<file path="config.mk">
export PLATFORM = sky130hd
export DESIGN_NAME = mbag_top
export DESIGN_NICKNAME = d
export VERILOG_FILES = /design/src/shared/mbag_pkg.sv /design/src/core/mbag_bitrev_add.sv /design/src/core/mbag_modulo_corr.sv /design/src/core/mbag_top.sv
export SDC_FILE = /design/constraint.sdc
export NUM_CORES = 2
export LEC_CHECK = 0
export BUFFER_PORTS_ARGS = -buffer_cell sky130_fd_sc_hd__buf_4
export CAP_MARGIN = 20
export CORE_ASPECT_RATIO = 1.2
export CORE_MARGIN = 1.5
export CORE_UTILIZATION = 65
export CTS_CLUSTER_DIAMETER = 150
export DETAILED_ROUTE_END_ITERATION = 10
export PLACE_DENSITY = 0.84
export SLEW_MARGIN = 25
export SYNTH_ARGS = -nofsm -noshare
export SYNTH_HDL_FRONTEND = slang
export SYNTH_SLANG_ARGS = --single-unit
</file>
<file path="constraint.sdc">
create_clock -name aclk -period 60.6 [get_ports aclk]
set_clock_uncertainty 0.15 [all_clocks]
set_input_delay 6.06 -clock aclk [delete_from_list [all_inputs] [get_ports aclk]]
set_output_delay 6.06 -clock aclk [all_outputs]
set_load 0.05 [all_outputs]
</file>
<file path="src/shared/mbag_pkg.sv">
// constants and carrier types of the address generator
// assumes one core clock and one request per generator per cycle
// Behaviour
// - x selector in control 3:0; 15 disables x modulo.
// - x modulo needs selector not 15 and bit 15.
// - y selector in 7:4; y modulo needs not 15 and bit 14.
// - boundary test is beyond, not equal.
// - any overshoot is corrected.
// - write-back only in pre or post modify modes.
// - increment needs zero low start bits, decrement ones in end.
// - incrementing buffer corrects at upper boundary only.
// - decrementing buffer corrects at lower boundary only.
// - both directions only for power-of-two buffers.
// - bit-reverse only in the x write generator.
// - only the modifier is bit-reversed.
// - bit-reverse needs selector not 15, pivot bit 15, increment indirect.
// - 15-bit pivot in pivot register bits 14:0.
// - pivot is half the buffer size in words.
// - bit-reversed results are word addresses, pivot scaled to bytes.
// - byte writes or other modes give normal addresses.
// - bit-reverse adds pivot with reversed carry, step ignored.
// - bit-reverse overrides modulo in x write, not x read.
// - four 16-bit start and end byte boundary registers.
// - y modulo addresses keep the lsb clear.
package mbag_pkg;
    localparam logic [7:0] OFF_CTRL = 8'h00;
    localparam logic [7:0] OFF_PIVOT = 8'h04;
    localparam logic [7:0] OFF_XSTART = 8'h08;
    localparam logic [7:0] OFF_XEND = 8'h0C;
    localparam logic [7:0] OFF_YSTART = 8'h10;
    localparam logic [7:0] OFF_YEND = 8'h14;
    localparam logic [7:0] OFF_STATUS = 8'h18;
    localparam int CTRL_XSEL_LSB = 0;
    localparam int CTRL_YSEL_LSB = 4;
    localparam int CTRL_BSEL_LSB = 8;
    localparam int CTRL_YEN_BIT = 14;
    localparam int CTRL_XEN_BIT = 15;
    localparam int PIV_LSB = 0;
    localparam int PIV_EN_BIT = 15;
    localparam int STAT_CNT_LSB = 16;
    localparam logic [3:0] SEL_OFF = 4'hF;
    localparam logic [15:0] CTRL_RESET = 16'h0FFF;
    localparam logic [15:0] PIVOT_RESET = 16'h0000;
    localparam logic [15:0] BOUND_RESET = 16'h0000;
    localparam logic [1:0] RESP_OKAY = 2'h0;
    localparam logic [1:0] RESP_SLVERR = 2'h2;

    typedef enum logic [2:0] {
        MBAG_AM_IND,
        MBAG_AM_PRE_INC,
        MBAG_AM_PRE_DEC,
        MBAG_AM_POST_INC,
        MBAG_AM_POST_DEC,
        MBAG_AM_OFFSET
    } mbag_mode_t;

    typedef struct packed {
        logic valid;
        logic [3:0] wreg;
        logic [15:0] ptr;
        logic [15:0] step;
        mbag_mode_t mode;
        logic is_byte;
    } mbag_req_t;

    typedef struct packed {
        logic valid;
        logic [15:0] ea;
        logic wb_en;
        logic [15:0] wb_val;
        logic mod_fixed;
        logic bitrev_used;
    } mbag_rsp_t;
endpackage : mbag_pkg

</file>
<file path="src/core/mbag_bitrev_add.sv">
// reversed-carry adder of pointer and pivot
// assumes the pivot is half the buffer in words
`timescale 1ns/1ps
module mbag_bitrev_add (
    input wire logic [15:0] ptr,
    input wire logic [14:0] pivot,
    output logic [15:0] sum
);
    logic [14:0] ptr_rev;
    logic [14:0] mod_rev;
    logic [14:0] sum_rev;

    genvar i;
    generate
        // word addresses: pivot moves to bits 15:1, bit 0 stays out of the carry chain
        for (i = 0; i < 15; i++) begin : g_rev
            assign ptr_rev[i] = ptr[15 - i];
            assign mod_rev[i] = pivot[14 - i];
            assign sum[15 - i] = sum_rev[i];
        end
    endgenerate
    assign sum_rev = ptr_rev + mod_rev;
    assign sum[0] = 1'b0;
endmodule : mbag_bitrev_add

</file>
<file path="src/core/mbag_modulo_corr.sv">
// modulo correction for one generator, combinational
// assumes start even and end odd
`timescale 1ns/1ps
module mbag_modulo_corr (
    input wire logic enable,
    input wire logic [15:0] addr,
    input wire logic [15:0] buf_start,
    input wire logic [15:0] buf_end,
    output logic [15:0] addr_out,
    output logic corrected
);
    logic [15:0] span;
    logic [15:0] mask;
    logic [16:0] len;
    logic inc_ok;
    logic dec_ok;
    logic fix_up;
    logic fix_low;
    logic [16:0] up_val;
    logic [16:0] low_val;

    assign span = buf_end - buf_start;
    assign len = {1'b0, span} + 17'h00001;
    genvar i;
    generate
        for (i = 0; i < 16; i++) begin : g_mask
            assign mask[i] = |span[15:i];
        end
    endgenerate
    // buffer direction follows from how the boundaries are aligned
    assign inc_ok = (buf_start & mask) == 16'h0000;
    assign dec_ok = (buf_end & mask) == mask;
    // aligned both ways means both boundaries are checked
    assign fix_up = enable && (inc_ok || !dec_ok) && (addr > buf_end);
    assign fix_low = enable && dec_ok && (addr < buf_start);
    // a remainder rather than one subtraction, so any overshoot folds back
    assign up_val = {1'b0, buf_start} + (({1'b0, addr} - {1'b0, buf_start}) % len);
    assign low_val = {1'b0, buf_end} - (({1'b0, buf_end} - {1'b0, addr}) % len);
    assign addr_out = fix_up ? up_val[15:0] : (fix_low ? low_val[15:0] : addr);
    assign corrected = fix_up || fix_low;
endmodule : mbag_modulo_corr

</file>
<file path="src/core/mbag_top.sv">
// address generator top: AXI4-Lite registers and three generators
// assumes decode requests on aclk, results used a cycle later
//
// The AXI4-Lite register port and the register offsets were left to the implementer.
`timescale 1ns/1ps
module mbag_top (
    input wire logic aclk,
    input wire logic aresetn,
    input wire logic ce,
    input wire logic [7:0] s_axi_awaddr,
    input wire logic [2:0] s_axi_awprot,
    input wire logic s_axi_awvalid,
    output logic s_axi_awready,
    input wire logic [31:0] s_axi_wdata,
    input wire logic [3:0] s_axi_wstrb,
    input wire logic s_axi_wvalid,
    output logic s_axi_wready,
    output logic [1:0] s_axi_bresp,
    output logic s_axi_bvalid,
    input wire logic s_axi_bready,
    input wire logic [7:0] s_axi_araddr,
    input wire logic [2:0] s_axi_arprot,
    input wire logic s_axi_arvalid,
    output logic s_axi_arready,
    output logic [31:0] s_axi_rdata,
    output logic [1:0] s_axi_rresp,
    output logic s_axi_rvalid,
    input wire logic s_axi_rready,
    input wire mbag_pkg::mbag_req_t x_rd_req,
    input wire mbag_pkg::mbag_req_t x_wr_req,
    input wire mbag_pkg::mbag_req_t y_req,
    output mbag_pkg::mbag_rsp_t x_rd_rsp,
    output mbag_pkg::mbag_rsp_t x_wr_rsp,
    output mbag_pkg::mbag_rsp_t y_rsp
);
    logic [15:0] ctrl_r;
    logic [15:0] pivot_r;
    logic [15:0] xstart_r;
    logic [15:0] xend_r;
    logic [15:0] ystart_r;
    logic [15:0] yend_r;
    logic [15:0] fix_cnt_r;
    logic [15:0] fix_cnt_nxt;

    logic aw_hold_r;
    logic [7:0] aw_addr_r;
    logic w_hold_r;
    logic [31:0] w_data_r;
    logic [3:0] w_strb_r;
    logic bvalid_r;
    logic [1:0] bresp_r;
    logic rvalid_r;
    logic [31:0] rdata_r;
    logic [1:0] rresp_r;
    logic wr_commit;
    logic wr_hit;

    mbag_pkg::mbag_rsp_t x_rd_rsp_r;
    mbag_pkg::mbag_rsp_t x_wr_rsp_r;
    mbag_pkg::mbag_rsp_t y_rsp_r;
    mbag_pkg::mbag_rsp_t x_rd_nxt;
    mbag_pkg::mbag_rsp_t x_wr_nxt;
    mbag_pkg::mbag_rsp_t y_nxt;

    logic [3:0] x_sel;
    logic [3:0] y_sel;
    logic [3:0] b_sel;
    logic x_mod_active;
    logic y_mod_active;
    logic bitrev_enabled;
    logic [14:0] pivot;
    logic bitrev_on;
    logic x_rd_mod_on;
    logic x_wr_mod_on;
    logic y_mod_on;
    logic [15:0] x_rd_sum;
    logic [15:0] x_wr_sum;
    logic [15:0] y_sum;
    logic [15:0] x_rd_fixed;
    logic [15:0] x_wr_fixed;
    logic [15:0] y_fixed;
    logic x_rd_corr;
    logic x_wr_corr;
    logic y_corr;
    logic [15:0] brev_sum;
    logic [15:0] xstart_eff;
    logic [15:0] xend_eff;
    logic [15:0] ystart_eff;
    logic [15:0] yend_eff;

    // control field decode
    assign x_sel = ctrl_r[mbag_pkg::CTRL_XSEL_LSB +: 4];
    assign y_sel = ctrl_r[mbag_pkg::CTRL_YSEL_LSB +: 4];
    assign b_sel = ctrl_r[mbag_pkg::CTRL_BSEL_LSB +: 4];
    assign x_mod_active = (x_sel != mbag_pkg::SEL_OFF) && ctrl_r[mbag_pkg::CTRL_XEN_BIT];
    assign y_mod_active = (y_sel != mbag_pkg::SEL_OFF) && ctrl_r[mbag_pkg::CTRL_YEN_BIT];
    assign bitrev_enabled = (b_sel != mbag_pkg::SEL_OFF) && pivot_r[mbag_pkg::PIV_EN_BIT];
    assign pivot = pivot_r[mbag_pkg::PIV_LSB +: 15];

    // start forced even, end odd
    assign xstart_eff = {xstart_r[15:1], 1'b0};
    assign xend_eff = {xend_r[15:1], 1'b1};
    assign ystart_eff = {ystart_r[15:1], 1'b0};
    assign yend_eff = {yend_r[15:1], 1'b1};

    // word writes through the selected pointer, increment modes only
    assign bitrev_on = bitrev_enabled && (x_wr_req.wreg == b_sel) && !x_wr_req.is_byte
        && (x_wr_req.mode == mbag_pkg::MBAG_AM_PRE_INC
        || x_wr_req.mode == mbag_pkg::MBAG_AM_POST_INC);

    assign x_rd_mod_on = x_mod_active && (x_rd_req.wreg == x_sel);
    assign x_wr_mod_on = x_mod_active && (x_wr_req.wreg == x_sel) && !bitrev_on;
    assign y_mod_on = y_mod_active && (y_req.wreg == y_sel);

    assign x_rd_sum = x_rd_req.ptr + x_rd_req.step;
    assign x_wr_sum = x_wr_req.ptr + x_wr_req.step;
    assign y_sum = y_req.ptr + y_req.step;

    mbag_modulo_corr u_x_rd_mod (
        .enable(x_rd_mod_on),
        .addr(x_rd_sum),
        .buf_start(xstart_eff),
        .buf_end(xend_eff),
        .addr_out(x_rd_fixed),
        .corrected(x_rd_corr)
    );

    mbag_modulo_corr u_x_wr_mod (
        .enable(x_wr_mod_on),
        .addr(x_wr_sum),
        .buf_start(xstart_eff),
        .buf_end(xend_eff),
        .addr_out(x_wr_fixed),
        .corrected(x_wr_corr)
    );

    mbag_modulo_corr u_y_mod (
        .enable(y_mod_on),
        .addr(y_sum),
        .buf_start(ystart_eff),
        .buf_end(yend_eff),
        .addr_out(y_fixed),
        .corrected(y_corr)
    );

    mbag_bitrev_add u_brev (
        .ptr(x_wr_req.ptr),
        .pivot(pivot),
        .sum(brev_sum)
    );

    // builds the answer of one generator from the request and the corrected sum
    function automatic mbag_pkg::mbag_rsp_t form_rsp(
        input mbag_pkg::mbag_req_t q,
        input logic [15:0] sum,
        input logic fixed
    );
        mbag_pkg::mbag_rsp_t r;
        r.valid = q.valid;
        r.ea = q.ptr;
        r.wb_en = 1'b0;
        r.wb_val = q.ptr;
        r.mod_fixed = 1'b0;
        r.bitrev_used = 1'b0;
        case (q.mode)
            mbag_pkg::MBAG_AM_PRE_INC, mbag_pkg::MBAG_AM_PRE_DEC: begin
                r.ea = sum;
                r.wb_en = q.valid;
                r.wb_val = sum;
                r.mod_fixed = fixed;
            end
            mbag_pkg::MBAG_AM_POST_INC, mbag_pkg::MBAG_AM_POST_DEC: begin
                r.wb_en = q.valid;
                r.wb_val = sum;
                r.mod_fixed = fixed;
            end
            mbag_pkg::MBAG_AM_OFFSET: begin
                // the access sees the corrected address, the pointer keeps its value
                r.ea = sum;
                r.mod_fixed = fixed;
            end
            default: begin
                r.ea = q.ptr;
            end
        endcase
        return r;
    endfunction : form_rsp

    always_comb begin
        x_rd_nxt = form_rsp(x_rd_req, x_rd_fixed, x_rd_corr);
    end

    always_comb begin
        x_wr_nxt = form_rsp(x_wr_req, x_wr_fixed, x_wr_corr);
        if (bitrev_on) begin
            // the normal step is dropped, the pivot is the only modifier
            x_wr_nxt.wb_val = brev_sum;
            x_wr_nxt.bitrev_used = x_wr_req.valid;
            x_wr_nxt.mod_fixed = 1'b0;
            if (x_wr_req.mode == mbag_pkg::MBAG_AM_PRE_INC) begin
                x_wr_nxt.ea = brev_sum;
            end else begin
                x_wr_nxt.ea = {x_wr_req.ptr[15:1], 1'b0};
            end
        end
    end

    always_comb begin
        y_nxt = form_rsp(y_req, y_fixed, y_corr);
        if (y_mod_on) begin
            y_nxt.ea = {y_nxt.ea[15:1], 1'b0};
            y_nxt.wb_val = {y_nxt.wb_val[15:1], 1'b0};
        end
    end

    // results leave from flip-flops, one cycle after the request
    always_ff @(posedge aclk) begin
        if (!aresetn) begin
            x_rd_rsp_r <= '0;
            x_wr_rsp_r <= '0;
            y_rsp_r <= '0;
        end else if (ce) begin
            x_rd_rsp_r <= x_rd_nxt;
            x_wr_rsp_r <= x_wr_nxt;
            y_rsp_r <= y_nxt;
        end
    end

    assign x_rd_rsp = x_rd_rsp_r;
    assign x_wr_rsp = x_wr_rsp_r;
    assign y_rsp = y_rsp_r;

    // wraps silently; software samples differences
    assign fix_cnt_nxt = fix_cnt_r
        + {15'h0000, x_rd_rsp_r.valid && x_rd_rsp_r.mod_fixed}
        + {15'h0000, x_wr_rsp_r.valid && x_wr_rsp_r.mod_fixed}
        + {15'h0000, y_rsp_r.valid && y_rsp_r.mod_fixed};

    always_ff @(posedge aclk) begin
        if (!aresetn) begin
            fix_cnt_r <= 16'h0000;
        end else if (ce) begin
            fix_cnt_r <= fix_cnt_nxt;
        end
    end

    // address and data taken in either order, held until both are in
    assign s_axi_awready = !aw_hold_r && !bvalid_r;
    assign s_axi_wready = !w_hold_r && !bvalid_r;
    assign wr_commit = aw_hold_r && w_hold_r && !bvalid_r;
    assign wr_hit = aw_addr_r == mbag_pkg::OFF_CTRL || aw_addr_r == mbag_pkg::OFF_PIVOT
        || aw_addr_r == mbag_pkg::OFF_XSTART || aw_addr_r == mbag_pkg::OFF_XEND
        || aw_addr_r == mbag_pkg::OFF_YSTART || aw_addr_r == mbag_pkg::OFF_YEND
        || aw_addr_r == mbag_pkg::OFF_STATUS;

    always_ff @(posedge aclk) begin
        if (!aresetn) begin
            aw_hold_r <= 1'b0;
            aw_addr_r <= 8'h00;
        end else if (ce) begin
            if (s_axi_awvalid && s_axi_awready) begin
                aw_hold_r <= 1'b1;
                aw_addr_r <= {s_axi_awaddr[7:2], 2'h0};
            end else if (wr_commit) begin
                aw_hold_r <= 1'b0;
            end
        end
    end

    always_ff @(posedge aclk) begin
        if (!aresetn) begin
            w_hold_r <= 1'b0;
            w_data_r <= 32'h00000000;
            w_strb_r <= 4'h0;
        end else if (ce) begin
            if (s_axi_wvalid && s_axi_wready) begin
                w_hold_r <= 1'b1;
                w_data_r <= s_axi_wdata;
                w_strb_r <= s_axi_wstrb;
            end else if (wr_commit) begin
                w_hold_r <= 1'b0;
            end
        end
    end

    always_ff @(posedge aclk) begin
        if (!aresetn) begin
            bvalid_r <= 1'b0;
            bresp_r <= mbag_pkg::RESP_OKAY;
        end else if (ce) begin
            if (wr_commit) begin
                bvalid_r <= 1'b1;
                bresp_r <= wr_hit ? mbag_pkg::RESP_OKAY : mbag_pkg::RESP_SLVERR;
            end else if (s_axi_bready) begin
                bvalid_r <= 1'b0;
            end
        end
    end

    assign s_axi_bvalid = bvalid_r;
    assign s_axi_bresp = bresp_r;

    // byte lanes 0 and 1 carry the 16-bit registers, upper lanes are ignored
    function automatic logic [15:0] merge16(
        input logic [15:0] old,
        input logic [31:0] data,
        input logic [3:0] strb
    );
        logic [15:0] v;
        v = old;
        if (strb[0]) begin
            v[7:0] = data[7:0];
        end
        if (strb[1]) begin
            v[15:8] = data[15:8];
        end
        return v;
    endfunction : merge16

    // a pivot rewrite while bit-reverse is on takes effect for the next request
    always_ff @(posedge aclk) begin
        if (!aresetn) begin
            ctrl_r <= mbag_pkg::CTRL_RESET;
            pivot_r <= mbag_pkg::PIVOT_RESET;
            xstart_r <= mbag_pkg::BOUND_RESET;
            xend_r <= mbag_pkg::BOUND_RESET;
            ystart_r <= mbag_pkg::BOUND_RESET;
            yend_r <= mbag_pkg::BOUND_RESET;
        end else if (ce && wr_commit) begin
            case (aw_addr_r)
                mbag_pkg::OFF_CTRL: begin
                    ctrl_r <= merge16(ctrl_r, w_data_r, w_strb_r);
                end
                mbag_pkg::OFF_PIVOT: begin
                    pivot_r <= merge16(pivot_r, w_data_r, w_strb_r);
                end
                mbag_pkg::OFF_XSTART: begin
                    xstart_r <= merge16(xstart_r, w_data_r, w_strb_r);
                end
                mbag_pkg::OFF_XEND: begin
                    xend_r <= merge16(xend_r, w_data_r, w_strb_r);
                end
                mbag_pkg::OFF_YSTART: begin
                    ystart_r <= merge16(ystart_r, w_data_r, w_strb_r);
                end
                mbag_pkg::OFF_YEND: begin
                    yend_r <= merge16(yend_r, w_data_r, w_strb_r);
                end
                default: begin
                    ctrl_r <= ctrl_r;
                end
            endcase
        end
    end

    // read channel: one read at a time, answered the cycle after the address is taken
    assign s_axi_arready = !rvalid_r;

    always_ff @(posedge aclk) begin
        if (!aresetn) begin
            rvalid_r <= 1'b0;
            rdata_r <= 32'h00000000;
            rresp_r <= mbag_pkg::RESP_OKAY;
        end else if (ce) begin
            if (s_axi_arvalid && s_axi_arready) begin
                rvalid_r <= 1'b1;
                rresp_r <= mbag_pkg::RESP_OKAY;
                case ({s_axi_araddr[7:2], 2'h0})
                    mbag_pkg::OFF_CTRL: begin
                        rdata_r <= {16'h0000, ctrl_r};
                    end
                    mbag_pkg::OFF_PIVOT: begin
                        rdata_r <= {16'h0000, pivot_r};
                    end
                    mbag_pkg::OFF_XSTART: begin
                        rdata_r <= {16'h0000, xstart_r};
                    end
                    mbag_pkg::OFF_XEND: begin
                        rdata_r <= {16'h0000, xend_r};
                    end
                    mbag_pkg::OFF_YSTART: begin
                        rdata_r <= {16'h0000, ystart_r};
                    end
                    mbag_pkg::OFF_YEND: begin
                        rdata_r <= {16'h0000, yend_r};
                    end
                    mbag_pkg::OFF_STATUS: begin
                        rdata_r <= 32'h00000000;
                        rdata_r[mbag_pkg::STAT_CNT_LSB +: 16] <= fix_cnt_r;
                        rdata_r[2:0] <= {bitrev_enabled, y_mod_active, x_mod_active};
                    end
                    default: begin
                        rdata_r <= 32'h00000000;
                        rresp_r <= mbag_pkg::RESP_SLVERR;
                    end
                endcase
            end else if (s_axi_rready) begin
                rvalid_r <= 1'b0;
            end
        end
    end

    assign s_axi_rvalid = rvalid_r;
    assign s_axi_rdata = rdata_r;
    assign s_axi_rresp = rresp_r;
endmodule : mbag_top

</file>
* After elaboration in Yosys (flattened, before gate mapping)
Cells that the tools add are included.
Cells by class: add/sub/neg operators 23, div/mod/pow operators 6, $lt $le $gt $ge 6, equal/unequal tests 36, muxes and demuxes 30, bitwise gates (word level) 4, reductions and logical operators 121
Operators with widths (count):
- case mux 32 bit (7 select lines) | 1
- 2-to-1 mux 16 bit | 11
- modulo 17 x 17 -> 17 bit | 6
- subtractor 16 x 16 -> 17 bit | 6
- adder 16 bit | 6
- subtractor 16 bit | 5
- AND 16 bit | 4
- 2-to-1 mux 17 bit | 3
- adder 16 x 1 -> 16 bit | 3
- > comparator 16 bit | 3
- < comparator 16 bit | 3
- == test 6 x 3 -> 1 bit (second input constant) | 6
- AND reduction 3 bit | 12
- adder 16 x 1 -> 17 bit (second input constant) | 2
- logical AND 1 bit | 33
- == test 16 bit | 2
- logical NOT 16 bit | 2
- OR reduction 16 bit | 2
- OR reduction 15 bit | 2
- OR reduction 14 bit | 2
- OR reduction 13 bit | 2
- OR reduction 5 bit | 5
- == test 6 x 2 -> 1 bit (second input constant) | 4
- OR reduction 12 bit | 2
- 25 further kinds | 99
Word-level totals: register bits 282, input bits 189, output and inout port bits 149, word-level logic and storage cells 265

* Longest topological paths before layout
word-level depth 13, gate-level depth with buffers 219, gate-level depth less buffers 212

* By module
Synthesis repeated with hierarchy kept, for this count alone.
Second synthesis, totals: cell total of the unflattened synthesis 10680, area total of the unflattened synthesis 76913.8 um^2
Modules (own cells, without submodules):
- mbag_modulo_corr (u_y_mod) | instances 1, cells each 3013, area an instance 20698.6 um^2, sequential area each 0.0 um^2
- mbag_modulo_corr (u_x_rd_mod) | instances 1, cells each 2965, area an instance 20390.8 um^2, sequential area each 0.0 um^2
- mbag_modulo_corr (u_x_wr_mod) | instances 1, cells each 2943, area an instance 20189.4 um^2, sequential area each 0.0 um^2
- mbag_top | instances 1, cells each 1679, area an instance 15010.6 um^2, sequential area each 5605.4 um^2
- mbag_bitrev_add | instances 1, cells each 80, area an instance 624.3 um^2, sequential area each 0.0 um^2

* Worst setup path before layout
Ideal clock, no wire load.
path kind input to register, start point input x_rd_req[5] (netlist name), end point register x_rd_rsp_r, in the netlist x_rd_rsp[17], library setup time 0.138 ns, arrival 45.364 ns, data required time 60.312 ns, path slack 14.948 ns, cell stages on the path 201, path buffers 8, path through ha_1 -> a21o_1 -> a21oi_1 -> o21ai_0 -> a21oi_1 -> o21ai_0 -> a21oi_1 -> o22ai_1 -> or4_1 -> a31o_2 -> a21oi_1 -> xor2_1 -> ha_1 -> a21oi_1 -> o21ai_0 -> a41oi_1 -> ha_1 -> a21oi_1 -> [... 165 more ...] -> fa_1 -> a21o_1 -> a21oi_1 -> o21ai_0 -> a21oi_1 -> o21ai_0 -> a21oi_1 -> o21ai_0 -> a2111o_1 -> a31o_2 -> a21oi_1 -> xnor2_1 -> nor3_1 -> nand2_1 -> and4_1 -> o21ai_0 -> a2111oi_1 -> a21oi_1
Between the ends: longest elaborated chain between the ends 7, elaborated cells between the ends (all ways) 14, classes of those cells add/sub (5); div (2); order compare (2); mux (3); reduce/logical (2)
Ends and longest elaborated chain:
- from (decl) | RTL line mbag_top.sv:29 | input wire mbag_pkg::mbag_req_t x_rd_req,
- adder 16 bit * | RTL line mbag_top.sv:115 | assign x_rd_sum = x_rd_req.ptr + x_rd_req.step;
- subtractor 16 x 16 -> 17 bit | RTL line mbag_modulo_corr.sv:38 | assign low_val = {1'b0, buf_end} - (({1'b0, buf_end} - {1'b0, addr}) % len);
- modulo 17 x 17 -> 17 bit | RTL line mbag_modulo_corr.sv:38
- subtractor 16 bit | RTL line mbag_modulo_corr.sv:38
- 2-to-1 mux 16 bit | RTL line mbag_modulo_corr.sv:39 | assign addr_out = fix_up ? up_val[15:0] : (fix_low ? low_val[15:0] : addr);
- 2-to-1 mux 16 bit * | RTL line mbag_modulo_corr.sv:39
- 2-to-1 mux 17 bit * | RTL line mbag_top.sv:165 | case (q.mode)
- to (signal assigned) | RTL line mbag_top.sv:223 | x_rd_rsp_r <= x_rd_nxt;
- to (decl) | RTL line mbag_top.sv:58 | mbag_pkg::mbag_rsp_t x_rd_rsp_r;
Every way passes the cells marked *; elsewhere a longest branch is shown, timed or not. A chain may end at the register's enable or synchronous reset.

* Worst setup path after layout
start point input y_req[5] (netlist name), end point register y_rsp_r, in the netlist y_rsp[17]
Between the ends: longest elaborated chain between the ends 7, elaborated cells between the ends (all ways) 14, classes of those cells add/sub (5); div (2); order compare (2); mux (3); reduce/logical (2)
Ends and longest elaborated chain:
- from (decl) | RTL line mbag_top.sv:31 | input wire mbag_pkg::mbag_req_t y_req,
- adder 16 bit * | RTL line mbag_top.sv:117 | assign y_sum = y_req.ptr + y_req.step;
- subtractor 16 x 16 -> 17 bit | RTL line mbag_modulo_corr.sv:38
- modulo 17 x 17 -> 17 bit | RTL line mbag_modulo_corr.sv:38
- subtractor 16 bit | RTL line mbag_modulo_corr.sv:38
- 2-to-1 mux 16 bit | RTL line mbag_modulo_corr.sv:39
- 2-to-1 mux 16 bit * | RTL line mbag_modulo_corr.sv:39
- 2-to-1 mux 17 bit * | RTL line mbag_top.sv:165
- to (signal assigned) | RTL line mbag_top.sv:225 | y_rsp_r <= y_nxt;
- to (decl) | RTL line mbag_top.sv:60 | mbag_pkg::mbag_rsp_t y_rsp_r;
Marks and branches as above.

==> qor.log <==
[global_routing] maximum number of pins on one net before global-route repair 135
[floorplanning] area of the core region 100300 um^2
[cells_and_area] P&R area growth vs syn 8.384%
[clock_tree] clock-pin slew on the worst setup and hold paths 0.07 ns
[worst_setup_path] cell type of the slowest stage on the worst timing path sky130_fd_sc_hd__o32ai_1
[worst_setup_path] arrival time at the worst endpoint 51.95 ns
[detailed_routing] post-DR vias/cell 6.863
[clock_tree] buffer type at the clock tree root sky130_fd_sc_hd__clkbuf_16
[hold_path] Hold Path Class reg -> reg
[yosys] flip-flop cell with the highest count after synthesis sky130_fd_sc_hd__dfxtp_1
[detailed_routing] post-detailed-route DRC marker count 0
[placement] count of input and output buffers 303
[global_routing] number of global-route vias before repair 69430
[timing] smallest setup slack after layout 8.968 ns
[floorplanning] Die H 351.7 um
[yosys] Mapped Avg Cell Area 7.227 um^2
[floorplanning] initial core utilization 0.6570
[yosys] warnings from Yosys 0
[timing] Final Max Tran Viols 0
[clock_tree] maximum count of clock buffers along a single path 3
[detailed_routing] Vias 73660
[timing] maximum frequency from static timing analysis 0.01937 GHz
[floorplanning] num rows 127
[placement] placed wire-length estimate 201.3 mm
[worst_setup_path] Max FO, Critical Path 24
[clock_tree] worst skew pair latency 0.62 ns
[yosys] Cell variety after synth 120
[detailed_routing] total detailed-routing wirelength 254.3 mm
[worst_setup_path] delay of the slowest cell on the worst path 0.82 ns
[cells_and_area] ratio of cells with drive above 1 in the final layout 0.09797
[global_routing] global route total overflow 0
[floorplanning] Die ar. 103300 um^2
[yosys] sequential element share of the synthesized area 0.08509
[global_routing] initial antenna violation count 8
[cells_and_area] Core Util, Final 0.7121
[detailed_routing] count of antenna-violating nets left after detailed routing 0
[worst_setup_path] cell with the most instances on the worst path sky130_fd_sc_hd__o21a_1
[flow_run] max_cap viols 0
[worst_setup_path] category of the worst setup path launch point input pin
[cells_and_area] Total Nets Final 10650
[yosys] number of enable-type register cells in the synthesized netlist 0
[outcome] run status finished, final reports clean
[timing] Tightest Pin Transition 1.165 ns
[detailed_routing] number of detailed-route iterations in the first pass 10
[global_routing] GRT Overall Usage 0.4685
[detailed_routing] 1st-iter DRT viols 6788
[placement] Post-Place Setup Slack 9.477 ns
[floorplanning] number of placed I/O pins 338
[yosys] Synth async-reset ratio 0
[detailed_routing] WL/cell 23.70 um
[clock_tree] H-tree levels 1
[clock_tree] total clock buffers created by CTS 31
[timing] summed negative setup slack over all endpoints 0 ns
[timing] fraction of the cycle the final worst path needs 0.8520
[timing] final-report hold violation count 0
[timing] setup repair after global routing missed its margin no
[yosys] number of storage elements in the synthesis netlist 280
[placement] global placer's final weighted congestion 1.092
[timing] final critical delay including setup and external delays 51.63 ns
[floorplanning] DIE WIDTH 293.6 um
[clock_tree] TritonCTS clock tree built
[global_routing] first-pass GRT wire length 381.8 mm
[yosys] Mapped Area 65870 um^2
[timing] worst slew margin relative to its limit 0.2014
[clock_tree] number of sinks handled by clock tree synthesis 280
[clock_tree] setup fix buffers added after clock tree synthesis 0
[worst_setup_path] critical path start-end classification in -> reg
[timing] number of failing setup endpoints in the final timing report 0
[worst_setup_path] required time of the critical path 60.92 ns
[clock_tree] quantity of hold-fixing buffers added after cts 0
[worst_setup_path] crit path capture type flip-flop
[clock_tree] number of gates resized after CTS 0
[yosys] synthesized netlist cell count 9115
[critical path: cells and delay by family]
| kind | cells | cell delay [ns] |
|---|---|---|
| fa+ha+maj | 20 | 6.51 |
| buf+inv | 6 | 1.18 |
| compound gates | 142 | 31.18 |
| mux | 3 | 1.03 |
| simple gates | 35 | 5.84 |
[area by class of cell]
class                           count  area [um^2]
Tap cell                         1354         1694
Inverter                          481         1805
Antenna cell                        8        20.02
Clock inverter                     21        297.8
Multi-Input combinational cell   8096        57710
Clock buffer                       37        838.3
Sequential cell                   280         5605
Timing Repair Buffer              455         3423
Fill cell                        8337        28870
[synth_stat cells (all sizes together), types with 19 or more instances]
master | instances | share of area
fa | 20 | 0.0061
xnor2 | 311 | 0.041
dfxtp | 280 | 0.085
a211oi | 54 | 0.0064
inv | 481 | 0.027
a41oi | 21 | 0.0028
clkbuf | 220 | 0.013
or4 | 19 | 0.0022
a21boi | 143 | 0.016
buf | 41 | 0.0030
o211ai | 65 | 0.0074
o211a | 31 | 0.0047
a31o | 21 | 0.0028
nor2 | 787 | 0.045
and3 | 64 | 0.0061
o21a | 490 | 0.056
ha | 1097 | 0.21
mux2 | 214 | 0.037
o21bai | 66 | 0.0076
nor2b | 228 | 0.022
a31oi | 79 | 0.0075
nor4 | 44 | 0.0042
o31a | 37 | 0.0049
xor2 | 184 | 0.025
o21ai | 607 | 0.046
or2 | 62 | 0.0059
nand2 | 779 | 0.044
nor3b | 38 | 0.0043
a21o | 194 | 0.022
o31ai | 81 | 0.0094
mux2i | 193 | 0.029
a221oi | 33 | 0.0047
nand2b | 121 | 0.011
nand4 | 103 | 0.010
a21oi | 614 | 0.047
and2 | 67 | 0.0064
o2111ai | 26 | 0.0036
a22oi | 57 | 0.0065
or3 | 125 | 0.012
nand3b | 21 | 0.0024
nor3 | 532 | 0.041
nand3 | 207 | 0.016
[metrics by stage]
step                      instances  hold slack (ns)  instance area, um^2
after detailed placement      10670           0.3122                70220
after global placement        10670           0.3037                70210
after CTS                     10720           0.3192                71350
final                         10730           0.3236                71400
after floorplan                9118           0.2906                65890
after global routing          10730           0.3459                71390
[path summary, 6_finish.rpt]
check,from,end,slack [ns],depth (start not counted)
max,y_req[5],y_rsp[17],8.97,206
min,s_axi_rdata[28],s_axi_rdata[28],0.32,2
max reg2reg,xstart_r[6],x_wr_rsp[17],14.04,198
min reg2reg,s_axi_rdata[28],s_axi_rdata[28],0.32,2
[logic make-up (layout without fill, tap and decap cells)]
logic type / Yosys count / after routing / synth area share
fa+ha+maj: 1118 / 1118 / 0.2146
xor+xnor: 495 / 495 / 0.06604
simple gates: 3247 / 3247 / 0.2398
mux: 407 / 407 / 0.06619
buf+inv: 742 / 994 / 0.04293
other cells: 1 / 12 / 0.00005693
flops: 280 / 280 / 0.08509
compound gates: 2825 / 2825 / 0.2853
[placed cells by master (no fill, tap or decap), types with 178 or more instances in the layout]
cell	n
sky130_fd_sc_hd__o21ai_0	573
sky130_fd_sc_hd__nor2_1	780
sky130_fd_sc_hd__a21oi_1	609
sky130_fd_sc_hd__o21a_1	490
sky130_fd_sc_hd__xor2_1	178
sky130_fd_sc_hd__buf_4	453
sky130_fd_sc_hd__dfxtp_1	280
sky130_fd_sc_hd__nand3_1	205
sky130_fd_sc_hd__ha_1	1097
sky130_fd_sc_hd__nor3_1	528
sky130_fd_sc_hd__mux2i_1	191
sky130_fd_sc_hd__inv_1	472
sky130_fd_sc_hd__a21o_1	192
sky130_fd_sc_hd__nor2b_1	228
sky130_fd_sc_hd__nand2_1	778
sky130_fd_sc_hd__xnor2_1	301
sky130_fd_sc_hd__mux2_2	209
[metal layers]
metal | track usage | up-vias | share of wire
met1 | 0.5292 | 34290 | 0.37
met2 | 0.7608 | 3900 | 0.44
met4 | 0.4230 | 2 | 0.11
met3 | 0.07745 | 1266 | 0.093
li1 | - | 34210 | -
met5 | 0 | - | 0.000071
[state kept, by name (all words and copies together) (netlist names), 2 cells and up]
| register | flops |
|---|---|
| x_rd_rsp | 35 |
| fix_cnt_r | 16 |
| w_data_r | 16 |
| pivot_r | 16 |
| s_axi_rdata | 32 |
| yend_r | 16 |
| x_wr_rsp | 36 |
| y_rsp | 35 |
| ctrl_r | 16 |
| xstart_r | 16 |
| xend_r | 16 |
| ystart_r | 16 |
| aw_addr_r | 6 |
| w_strb_r | 2 |
Power is left out: the tool's default activity adds up to more than one toggle a clock period on the data nets, which glitch-free logic cannot reach.
